===== src/rtl/vcsi_defs.svh =====
`ifndef VCSI_DEFS_SVH
`define VCSI_DEFS_SVH

// ----------------------------------------
// timing
// ----------------------------------------
`define VCSI_CLK_HZ        20000000
`define VCSI_FLASH_HZ      1
`define VCSI_FLASH_HALF    (`VCSI_CLK_HZ / (2 * `VCSI_FLASH_HZ))
`define VCSI_SYNC_STAGES   2

// ----------------------------------------
// register map
// ----------------------------------------
`define VCSI_ADDR_W        4
`define VCSI_REG_STATUS    4'h0
`define VCSI_REG_MASK      4'h1
`define VCSI_REG_LAMPS     4'h2
`define VCSI_REG_CTRL      4'h3
`define VCSI_REG_INPUTS    4'h4

// ----------------------------------------
// event bits
// ----------------------------------------
`define VCSI_EV_W          6
`define VCSI_EV_NOVIDEO    0
`define VCSI_EV_VIDERR     1
`define VCSI_EV_OVERFLOW   2
`define VCSI_EV_HWFAULT    3
`define VCSI_EV_BADLINE    4
`define VCSI_EV_BYPASS     5

// ----------------------------------------
// control bits
// ----------------------------------------
`define VCSI_CTRL_FORCE_BYP 0
`define VCSI_CTRL_ALT_OVF   1

`endif


===== src/rtl/vcsi_pkg.sv =====
package vcsi_pkg;
  typedef enum logic [1:0] {
    VCSI_OFF    = 2'b00,
    VCSI_GREEN  = 2'b01,
    VCSI_RED    = 2'b10,
    VCSI_ORANGE = 2'b11
  } vcsi_color_t;

  typedef enum logic [1:0] {
    VCSI_PWR_GREEN  = 2'b00,
    VCSI_PWR_FLASH  = 2'b01,
    VCSI_PWR_ORANGE = 2'b10,
    VCSI_PWR_RED    = 2'b11
  } vcsi_pwr_t;
endpackage


===== src/rtl/vcsi_sync.sv =====
`timescale 1ns/1ns
`include "vcsi_defs.svh"

module vcsi_sync #(
  parameter int WIDTH = 1
) (
  input  wire logic             clock,
  input  wire logic             rstn,
  input  wire logic [WIDTH-1:0] asyncIn,
  output logic      [WIDTH-1:0] syncOut
);
  logic [WIDTH-1:0] stage1_r;

  if (WIDTH < 1) begin : gBadWidth
    $error("vcsi_sync: WIDTH must be at least 1");
  end

  always_ff @(posedge clock) begin
    if (!rstn) begin
      stage1_r <= '0;
      syncOut  <= '0;
    end else begin
      stage1_r <= asyncIn;
      syncOut  <= stage1_r;
    end
  end
endmodule


===== src/rtl/vcsi_flasher.sv =====
`timescale 1ns/1ns
`include "vcsi_defs.svh"

module vcsi_flasher #(
  parameter int HALF_PERIOD = `VCSI_FLASH_HALF
) (
  input  wire logic clock,
  input  wire logic rstn,
  output logic      phase
);
  localparam int CW = (HALF_PERIOD > 1) ? $clog2(HALF_PERIOD) : 1;
  localparam logic [CW-1:0] LAST = CW'(HALF_PERIOD - 1);
  logic [CW-1:0] count_r;

  if (HALF_PERIOD < 1) begin : gBadHalf
    $error("vcsi_flasher: HALF_PERIOD must be at least 1");
  end

  // ----------------------------------------
  // half-period divider
  // ----------------------------------------
  always_ff @(posedge clock) begin
    if (!rstn) begin
      count_r <= '0;
      phase   <= 1'b0;
    end else if (count_r == LAST) begin
      count_r <= '0;
      phase   <= ~phase;
    end else begin
      count_r <= count_r + 1'b1;
    end
  end
endmodule


===== src/rtl/vcsi_status_lamps.sv =====
// The address-and-strobe port and the placing of the registers were left to the implementer.
`timescale 1ns/1ns
`include "vcsi_defs.svh"

module vcsi_status_lamps #(
  parameter int FLASH_HALF = `VCSI_FLASH_HALF
) (
  input  wire logic                    clock,
  input  wire logic                    rstn,
  // status from card logic (same clock)
  input  wire logic                    bootWait,
  input  wire logic                    videoPresent,
  input  wire logic                    inputValid,
  input  wire logic                    serializerLocked,
  input  wire logic                    hwFault,
  input  wire logic                    inserting,
  input  wire logic                    overflow,
  input  wire logic                    streamError,
  input  wire logic                    rearUnknown,
  input  wire logic                    lineInvalid,
  input  wire logic                    configError,
  // front-edge pushbutton pin
  input  wire logic                    bypassButton,
  output logic                         bypassActive,
  // register port
  input  wire logic [`VCSI_ADDR_W-1:0] regAddr,
  input  wire logic [31:0]             regWdata,
  input  wire logic                    regWrite,
  input  wire logic                    regRead,
  output logic      [31:0]             regRdata,
  output logic                         irq,
  // lamps: bit1 red, bit0 green
  output logic      [1:0]              power_lamp,
  output logic      [1:0]              bypass_lamp,
  output logic      [1:0]              input_video_lamp,
  output logic      [1:0]              output_video_lamp,
  output logic      [1:0]              encode_lamp,
  output logic      [1:0]              video_error_lamp,
  output logic      [1:0]              rear_module_lamp,
  output logic      [1:0]              insertion_line_lamp,
  output logic      [1:0]              no_video_lamp
);

  // ----------------------------------------
  // helpers
  // ----------------------------------------
  function automatic vcsi_pkg::vcsi_color_t pick(input logic bad, input vcsi_pkg::vcsi_color_t badColor);
    pick = bad ? badColor : vcsi_pkg::VCSI_GREEN;
  endfunction

  // ----------------------------------------
  // pushbutton synchroniser and toggle
  // ----------------------------------------
  logic buttonSync;
  logic buttonPrev_r;
  logic bypassed_r;
  logic [`VCSI_EV_W-1:0] ctrl_r;

  vcsi_sync #(.WIDTH(1)) uButtonSync (
    .clock   (clock),
    .rstn    (rstn),
    .asyncIn (bypassButton),
    .syncOut (buttonSync)
  );

  always_ff @(posedge clock) begin
    if (!rstn) begin
      buttonPrev_r <= 1'b0;
      bypassed_r   <= 1'b0;
    end else begin
      buttonPrev_r <= buttonSync;
      if (buttonSync && !buttonPrev_r) begin
        bypassed_r <= ~bypassed_r;
      end
    end
  end

  logic bypassed;
  assign bypassed     = bypassed_r | ctrl_r[`VCSI_CTRL_FORCE_BYP];
  assign bypassActive = bypassed;

  // ----------------------------------------
  // flash timebase
  // ----------------------------------------
  logic flashPhase;

  vcsi_flasher #(.HALF_PERIOD(FLASH_HALF)) uFlasher (
    .clock (clock),
    .rstn  (rstn),
    .phase (flashPhase)
  );

  // ----------------------------------------
  // power lamp state
  // ----------------------------------------
  vcsi_pkg::vcsi_pwr_t pwrState;
  logic notOperational;
  logic warning;

  assign notOperational = !videoPresent || hwFault;
  assign warning        = streamError || configError || rearUnknown || lineInvalid;

  always_comb begin
    if (bootWait) begin
      pwrState = vcsi_pkg::VCSI_PWR_FLASH;
    end else if (notOperational) begin
      pwrState = vcsi_pkg::VCSI_PWR_RED;
    end else if (warning) begin
      pwrState = vcsi_pkg::VCSI_PWR_ORANGE;
    end else begin
      pwrState = vcsi_pkg::VCSI_PWR_GREEN;
    end
  end

  vcsi_pkg::vcsi_color_t pwrColor;

  always_comb begin
    case (pwrState)
      vcsi_pkg::VCSI_PWR_FLASH:  pwrColor = flashPhase ? vcsi_pkg::VCSI_GREEN : vcsi_pkg::VCSI_OFF;
      vcsi_pkg::VCSI_PWR_RED:    pwrColor = vcsi_pkg::VCSI_RED;
      vcsi_pkg::VCSI_PWR_ORANGE: pwrColor = vcsi_pkg::VCSI_ORANGE;
      vcsi_pkg::VCSI_PWR_GREEN:  pwrColor = vcsi_pkg::VCSI_GREEN;
      default:                   pwrColor = vcsi_pkg::VCSI_RED;
    endcase
  end

  // ----------------------------------------
  // encode lamp
  // ----------------------------------------
  vcsi_pkg::vcsi_color_t encColor;

  always_comb begin
    if (!inserting || bypassed) begin
      encColor = vcsi_pkg::VCSI_OFF;
    end else if (overflow) begin
      if (ctrl_r[`VCSI_CTRL_ALT_OVF] && flashPhase) begin
        encColor = vcsi_pkg::VCSI_GREEN;
      end else begin
        encColor = vcsi_pkg::VCSI_ORANGE;
      end
    end else begin
      encColor = vcsi_pkg::VCSI_GREEN;
    end
  end

  // ----------------------------------------
  // lamp output registers
  // ----------------------------------------
  always_ff @(posedge clock) begin
    if (!rstn) begin
      power_lamp          <= 2'h0;
      bypass_lamp         <= 2'h0;
      input_video_lamp    <= 2'h0;
      output_video_lamp   <= 2'h0;
      encode_lamp         <= 2'h0;
      video_error_lamp    <= 2'h0;
      rear_module_lamp    <= 2'h0;
      insertion_line_lamp <= 2'h0;
      no_video_lamp       <= 2'h0;
    end else begin
      power_lamp          <= pwrColor;
      bypass_lamp         <= bypassed ? vcsi_pkg::VCSI_RED : vcsi_pkg::VCSI_OFF;
      input_video_lamp    <= pick(!inputValid, vcsi_pkg::VCSI_RED);
      output_video_lamp   <= hwFault ? vcsi_pkg::VCSI_RED
                           : (serializerLocked ? vcsi_pkg::VCSI_GREEN : vcsi_pkg::VCSI_OFF);
      encode_lamp         <= encColor;
      video_error_lamp    <= pick(streamError, vcsi_pkg::VCSI_ORANGE);
      rear_module_lamp    <= pick(rearUnknown, vcsi_pkg::VCSI_ORANGE);
      insertion_line_lamp <= pick(lineInvalid, vcsi_pkg::VCSI_RED);
      no_video_lamp       <= pick(!videoPresent, vcsi_pkg::VCSI_RED);
    end
  end

  // ----------------------------------------
  // events, status, mask, control
  // ----------------------------------------
  logic [`VCSI_EV_W-1:0] evLevel;
  logic [`VCSI_EV_W-1:0] evPrev_r;
  logic [`VCSI_EV_W-1:0] evRise;
  logic [`VCSI_EV_W-1:0] status_r;
  logic [`VCSI_EV_W-1:0] mask_r;

  always_comb begin
    evLevel = '0;
    evLevel[`VCSI_EV_NOVIDEO]  = !videoPresent;
    evLevel[`VCSI_EV_VIDERR]   = streamError;
    evLevel[`VCSI_EV_OVERFLOW] = overflow && inserting;
    evLevel[`VCSI_EV_HWFAULT]  = hwFault;
    evLevel[`VCSI_EV_BADLINE]  = lineInvalid;
    evLevel[`VCSI_EV_BYPASS]   = bypassed;
  end

  assign evRise = evLevel & ~evPrev_r;

  always_ff @(posedge clock) begin
    if (!rstn) begin
      evPrev_r <= '0;
    end else begin
      evPrev_r <= evLevel;
    end
  end

  genvar gi;
  generate
    for (gi = 0; gi < `VCSI_EV_W; gi++) begin : gStatus
      always_ff @(posedge clock) begin
        if (!rstn) begin
          status_r[gi] <= 1'b0;
        end else if (evRise[gi]) begin
          status_r[gi] <= 1'b1;
        end else if (regWrite && regAddr == `VCSI_REG_STATUS && regWdata[gi]) begin
          status_r[gi] <= 1'b0;
        end
      end
    end
  endgenerate

  always_ff @(posedge clock) begin
    if (!rstn) begin
      mask_r <= '0;
      ctrl_r <= '0;
    end else if (regWrite) begin
      if (regAddr == `VCSI_REG_MASK) begin
        mask_r <= regWdata[`VCSI_EV_W-1:0];
      end
      if (regAddr == `VCSI_REG_CTRL) begin
        ctrl_r <= regWdata[`VCSI_EV_W-1:0];
      end
    end
  end

  assign irq = |(status_r & mask_r);

  // ----------------------------------------
  // read port
  // ----------------------------------------
  always_ff @(posedge clock) begin
    if (!rstn) begin
      regRdata <= 32'h0;
    end else if (regRead) begin
      case (regAddr)
        `VCSI_REG_STATUS: regRdata <= {26'h0, status_r};
        `VCSI_REG_MASK:   regRdata <= {26'h0, mask_r};
        `VCSI_REG_CTRL:   regRdata <= {26'h0, ctrl_r};
        `VCSI_REG_LAMPS:  regRdata <= {14'h0, power_lamp, bypass_lamp, input_video_lamp, output_video_lamp,
                                       encode_lamp, video_error_lamp, rear_module_lamp, insertion_line_lamp,
                                       no_video_lamp};
        `VCSI_REG_INPUTS: regRdata <= {20'h0, bypassed, bootWait, videoPresent, inputValid, serializerLocked,
                                       hwFault, inserting, overflow, streamError, rearUnknown, lineInvalid,
                                       configError};
        default:          regRdata <= 32'h0;
      endcase
    end else begin
      regRdata <= 32'h0;
    end
  end
endmodule


===== config.mk =====
export PLATFORM = sky130hd
export DESIGN_NAME = vcsi_status_lamps
export DESIGN_NICKNAME = d
export VERILOG_FILES = /design/src/rtl/vcsi_pkg.sv /design/src/rtl/vcsi_sync.sv /design/src/rtl/vcsi_flasher.sv /design/src/rtl/vcsi_status_lamps.sv
export VERILOG_INCLUDE_DIRS = /design/src /design/src/rtl
export SDC_FILE = /design/constraint.sdc
export NUM_CORES = 1
export LEC_CHECK = 0
export CORE_MARGIN = 2
export CORE_UTILIZATION = 40
export CTS_CLUSTER_DIAMETER = 30
export CTS_CLUSTER_SIZE = 8
export DETAILED_ROUTE_END_ITERATION = 6
export DONT_BUFFER_PORTS = 1
export MAX_ROUTING_LAYER = met4
export PLACE_DENSITY = 0.51
export SLEW_MARGIN = 20
export SYNTH_ARGS = -nofsm -noshare
export SYNTH_HDL_FRONTEND = slang
export SYNTH_SLANG_ARGS = --single-unit

===== constraint.sdc =====
create_clock -name clock -period 2.48 [get_ports clock]
set_clock_uncertainty 0.15 [all_clocks]
set_input_delay 0.372 -clock clock [delete_from_list [all_inputs] [get_ports clock]]
set_output_delay 0.372 -clock clock [all_outputs]
set_load 0.01 [all_outputs]

==> flow_metrics.tcl <==
set metrics [dict create \
    layout.filler_cells 831 \
    globalRouteOverflowTotal 0 \
    maxCapViolations 0 \
    cts_tree "built" \
    critPathMaxFanout 18 \
    antenna_cells 0 \
    tns_ns 0 \
    final_period_minus_worst_setup_slack_ns 2.11 \
    leakage_nw 1.31 \
    initial_core_util_pct 40.6 \
    setup.worst_path.end_class "flop" \
    clock_sinks 81 \
    worstSkewPairLatency_ns 0.36 \
    timing.final.crit_share_pct 85.0 \
    vias_per_cell 5.40 \
    place.gp.congestion 0.803 \
    io-pin-count 104 \
    antenna_violating_nets_post_route 0 \
    critical_path.cell_chain "or4_1, or4_1, o21ai_4, buf_12, nor2_1" \
    cpLargestDelayFamily "simple AND/OR/NAND/NOR gates" \
    wirelength_um 7880 \
    netlist_top_cells_area "sky130_fd_sc_hd__dfxtp_1 49%, sky130_fd_sc_hd__buf_4 5.0%, sky130_fd_sc_hd__nor2_1 4.8%" \
    postSynth.asyncResetShare_pct 0 \
    max-slew-margin-rel_pct 49.9 \
    clkSlewWorstSetupHoldPaths_ns 0.10 \
    first_pass_iters 5 \
    post_synth_inst_count 358 \
    worstSetupPathType "reg2reg" \
    timing.critical_path.buf_inv 1 \
    synth_cell_types 43 \
    floorplan.core_area_um2 8090 \
    placed_area_um2 3360 \
    number_of_buffers_on_the_longest_clock_path 2 \
    required_ns 2.58 \
    critPathLaunchType "flop" \
    critical_path_arrival_ns 2.21 \
    syn_to_final_growth_pct 15.5 \
    design.final.nets 432 \
    rows 33 \
    worst_voltage_drop_across_the_vdd_grid_mv 0.283 \
    power-per-cell-area_nw_per_um2 689 \
    slew_violations 0 \
    first_global_vias 2402 \
    critical_path.most_common_cell "sky130_fd_sc_hd__or4_1" \
    drt_drc_violations_left 0 \
    postLayoutCellArea_um2 3790 \
    status "completed" \
    cell_taking_the_most_area_after_synthesis "sky130_fd_sc_hd__dfxtp_1" \
    global_route.usage.total_pct 18.9 \
    yosysSeqAreaShare_pct 49.4 \
    post-synth-top-count-cell "sky130_fd_sc_hd__dfxtp_1" \
    syn-mean-instance-area_um2 9.17 \
    die_width_um 94.6 \
    cts_inserted_buffers 9 \
    setup_failing_eps_final 0 \
    detail_route.iter0.violations 125 \
    placement.io_buffers 0 \
    number_of_antenna_violations_at_the_first_check_in_global_routing 0 \
    die_height_um 94.6 \
    largest_net_degree_at_the_start_of_global_routing 22 \
    clock_tree.root_cell "sky130_fd_sc_hd__clkbuf_8" \
    worst_tran_pin_value_ns 0.749 \
    fmaxAchievable_mhz 475 \
    share_of_final_layout_standard_cells_stronger_than_drive_strength_1_pct 9.38 \
    dieArea_um2 8950 \
    synth_seq_cells 81 \
    yosys-top-cells-count "81 x sky130_fd_sc_hd__dfxtp_1, 42 x sky130_fd_sc_hd__nor2_1, 23 x sky130_fd_sc_hd__a21oi_1, 23 x sky130_fd_sc_hd__nand3_1, 22 x sky130_fd_sc_hd__buf_4" \
    htreeDepth 3 \
    detailedPlacementHpwl_um 5310 \
    post-synth-top-area-fraction_pct 49.4 \
    highest_cell_delay_on_the_worst_timing_path_ns 0.54 \
    wl_per_cell_um 16.1 \
    crit_slowest_cell "sky130_fd_sc_hd__or4_1" \
    final-hold-violation-count 0 \
    syn-cell-area_um2 3280 \
    setup_repair_after_global_routing_missed_its_margin "no" \
    routed-via-count 2639 \
    timing.hold.worst.class "in2reg" \
    synth_warnings 0 \
    synth_enable_flop_cells 0 \
    first_pass_grt_wire_length_um 12500 \
    ys_dominant_reg_cell "sky130_fd_sc_hd__dfxtp_1" \
]
[power by group]
part | total [mW] | switching [mW] | internal (mW)
Sequential | 1.37 | 0.0337 | 1.33
Clock | 1.12 | 0.532 | 0.585
Combinational | 0.132 | 0.0708 | 0.0614
Total | 2.61 | 0.636 | 1.98
[placed cells by master, fill, tap and decap left out, drive strengths merged, types with 3 or more instances in the layout]
cell	synthesis	final
buf	25	11
and2	16	16
o21ai	7	7
or4	3	3
dfxtp	81	81
nand3	24	24
xor2	3	3
o21a	5	5
a21boi	5	5
a21oi	23	23
a22oi	15	15
inv	9	13
and3	5	5
xnor2	11	11
nor2b	4	4
nor4b	5	5
nor4	7	7
nand2	20	20
nor2	42	42
a211oi	5	5
a222oi	6	6
clkbuf	11	9
dlygate4sd3	0	20
nor3	4	4
nand4	5	5
conb	1	16
[worst paths after layout]
kind | from | endpoint | slack, ns | cells after the start
worst min register to register | evPrev_r[2]$_SDFF_PN0_ | status_r[2]$_SDFFE_PN0P_ | 0.27 | 1
worst max-delay path | uFlasher.count_r[8]$_SDFF_PP0_ | uFlasher.count_r[5]$_SDFF_PP0_ | 0.37 | 5
worst min-delay path | bootWait | regRdata[10]$_SDFF_PN0_ | 0.009 | 2
worst max register to register | uFlasher.count_r[8]$_SDFF_PP0_ | uFlasher.count_r[5]$_SDFF_PP0_ | 0.37 | 5
[kinds of logic (layout without fill, tap and decap cells)]
logic type	after synthesis	in the layout	synth area share, %
and+or+nand+nor	143	143	22.9
DFF	81	81	49.4
AOI/OAI and AO/OA	72	72	15.2
buffers and inverters	45	56	7.96
xor gates and xnor gates	14	14	3.73
adders and majority gates	1	1	0.381
other	1	16	0.114
muxes	1	1	0.305
[layout make-up]
type | count | area, um^2 | area share [%]
sequential | 81 | 1620 | 42.7
tap | 105 | 131 | 3.46
clock inverter | 7 | 105 | 2.77
timing repair buffer | 31 | 295 | 7.78
multi-input combinational | 247 | 1480 | 39.1
inverter | 9 | 33.8 | 0.891
clock buffer | 9 | 124 | 3.27
[per-layer routing]
metal,global-route usage (%),vias to the layer above,wire (um)
met3,4.31,15,639
met1,23.1,1234,3410
met2,29.1,109,3640
met5,-,-,0
met4,9.78,0,191
li1,-,1281,-
[registers in the layout, indices dropped and copies added, names as in the netlist]
name                  flops
insertion_line_lamp       1
no_video_lamp             1
uFlasher.phase            1
uFlasher.count_r         24
bypassed_r                1
encode_lamp               2
output_video_lamp         1
power_lamp                2
uButtonSync.syncOut       1
uButtonSync.stage1_r      1
ctrl_r                    6
buttonPrev_r              1
rear_module_lamp          1
regRdata                 17
evPrev_r                  6
input_video_lamp          2
mask_r                    6
video_error_lamp          1
status_r                  6
[worst register-to-register path: stages, from the launching register on]
cell	delay [ns]
sky130_fd_sc_hd__dfxtp_1	0.38
sky130_fd_sc_hd__or4_1	0.52
sky130_fd_sc_hd__or4_1	0.54
sky130_fd_sc_hd__o21ai_4	0.20
sky130_fd_sc_hd__buf_12	0.16
sky130_fd_sc_hd__nor2_1	0.06
[through the flow]
step	utilization [%]	setup slack (ns)	hold slack (ns)	std cells	power, mW
5_1_grt	46.9	0.280	0.00281	489	2.72
2_1_floorplan	-	0.442	0.250	373	1.49
6_report	46.9	0.373	0.00860	489	2.61
4_1_cts	46.6	0.361	0.0000980	487	2.64
3_5_place_dp	41.6	0.368	0.253	453	1.49
3_3_place_gp	41.6	0.378	0.254	453	1.49
[timing repair]
action                                 4_1_cts  5_1_grt
hold buffers                                18        2
endpoints found under the hold margin       37        2
setup endpoints to repair                    0        0
buffers inserted                             0        0
gates resized for setup                      0        0
Power figures use the tool's default switching activity.
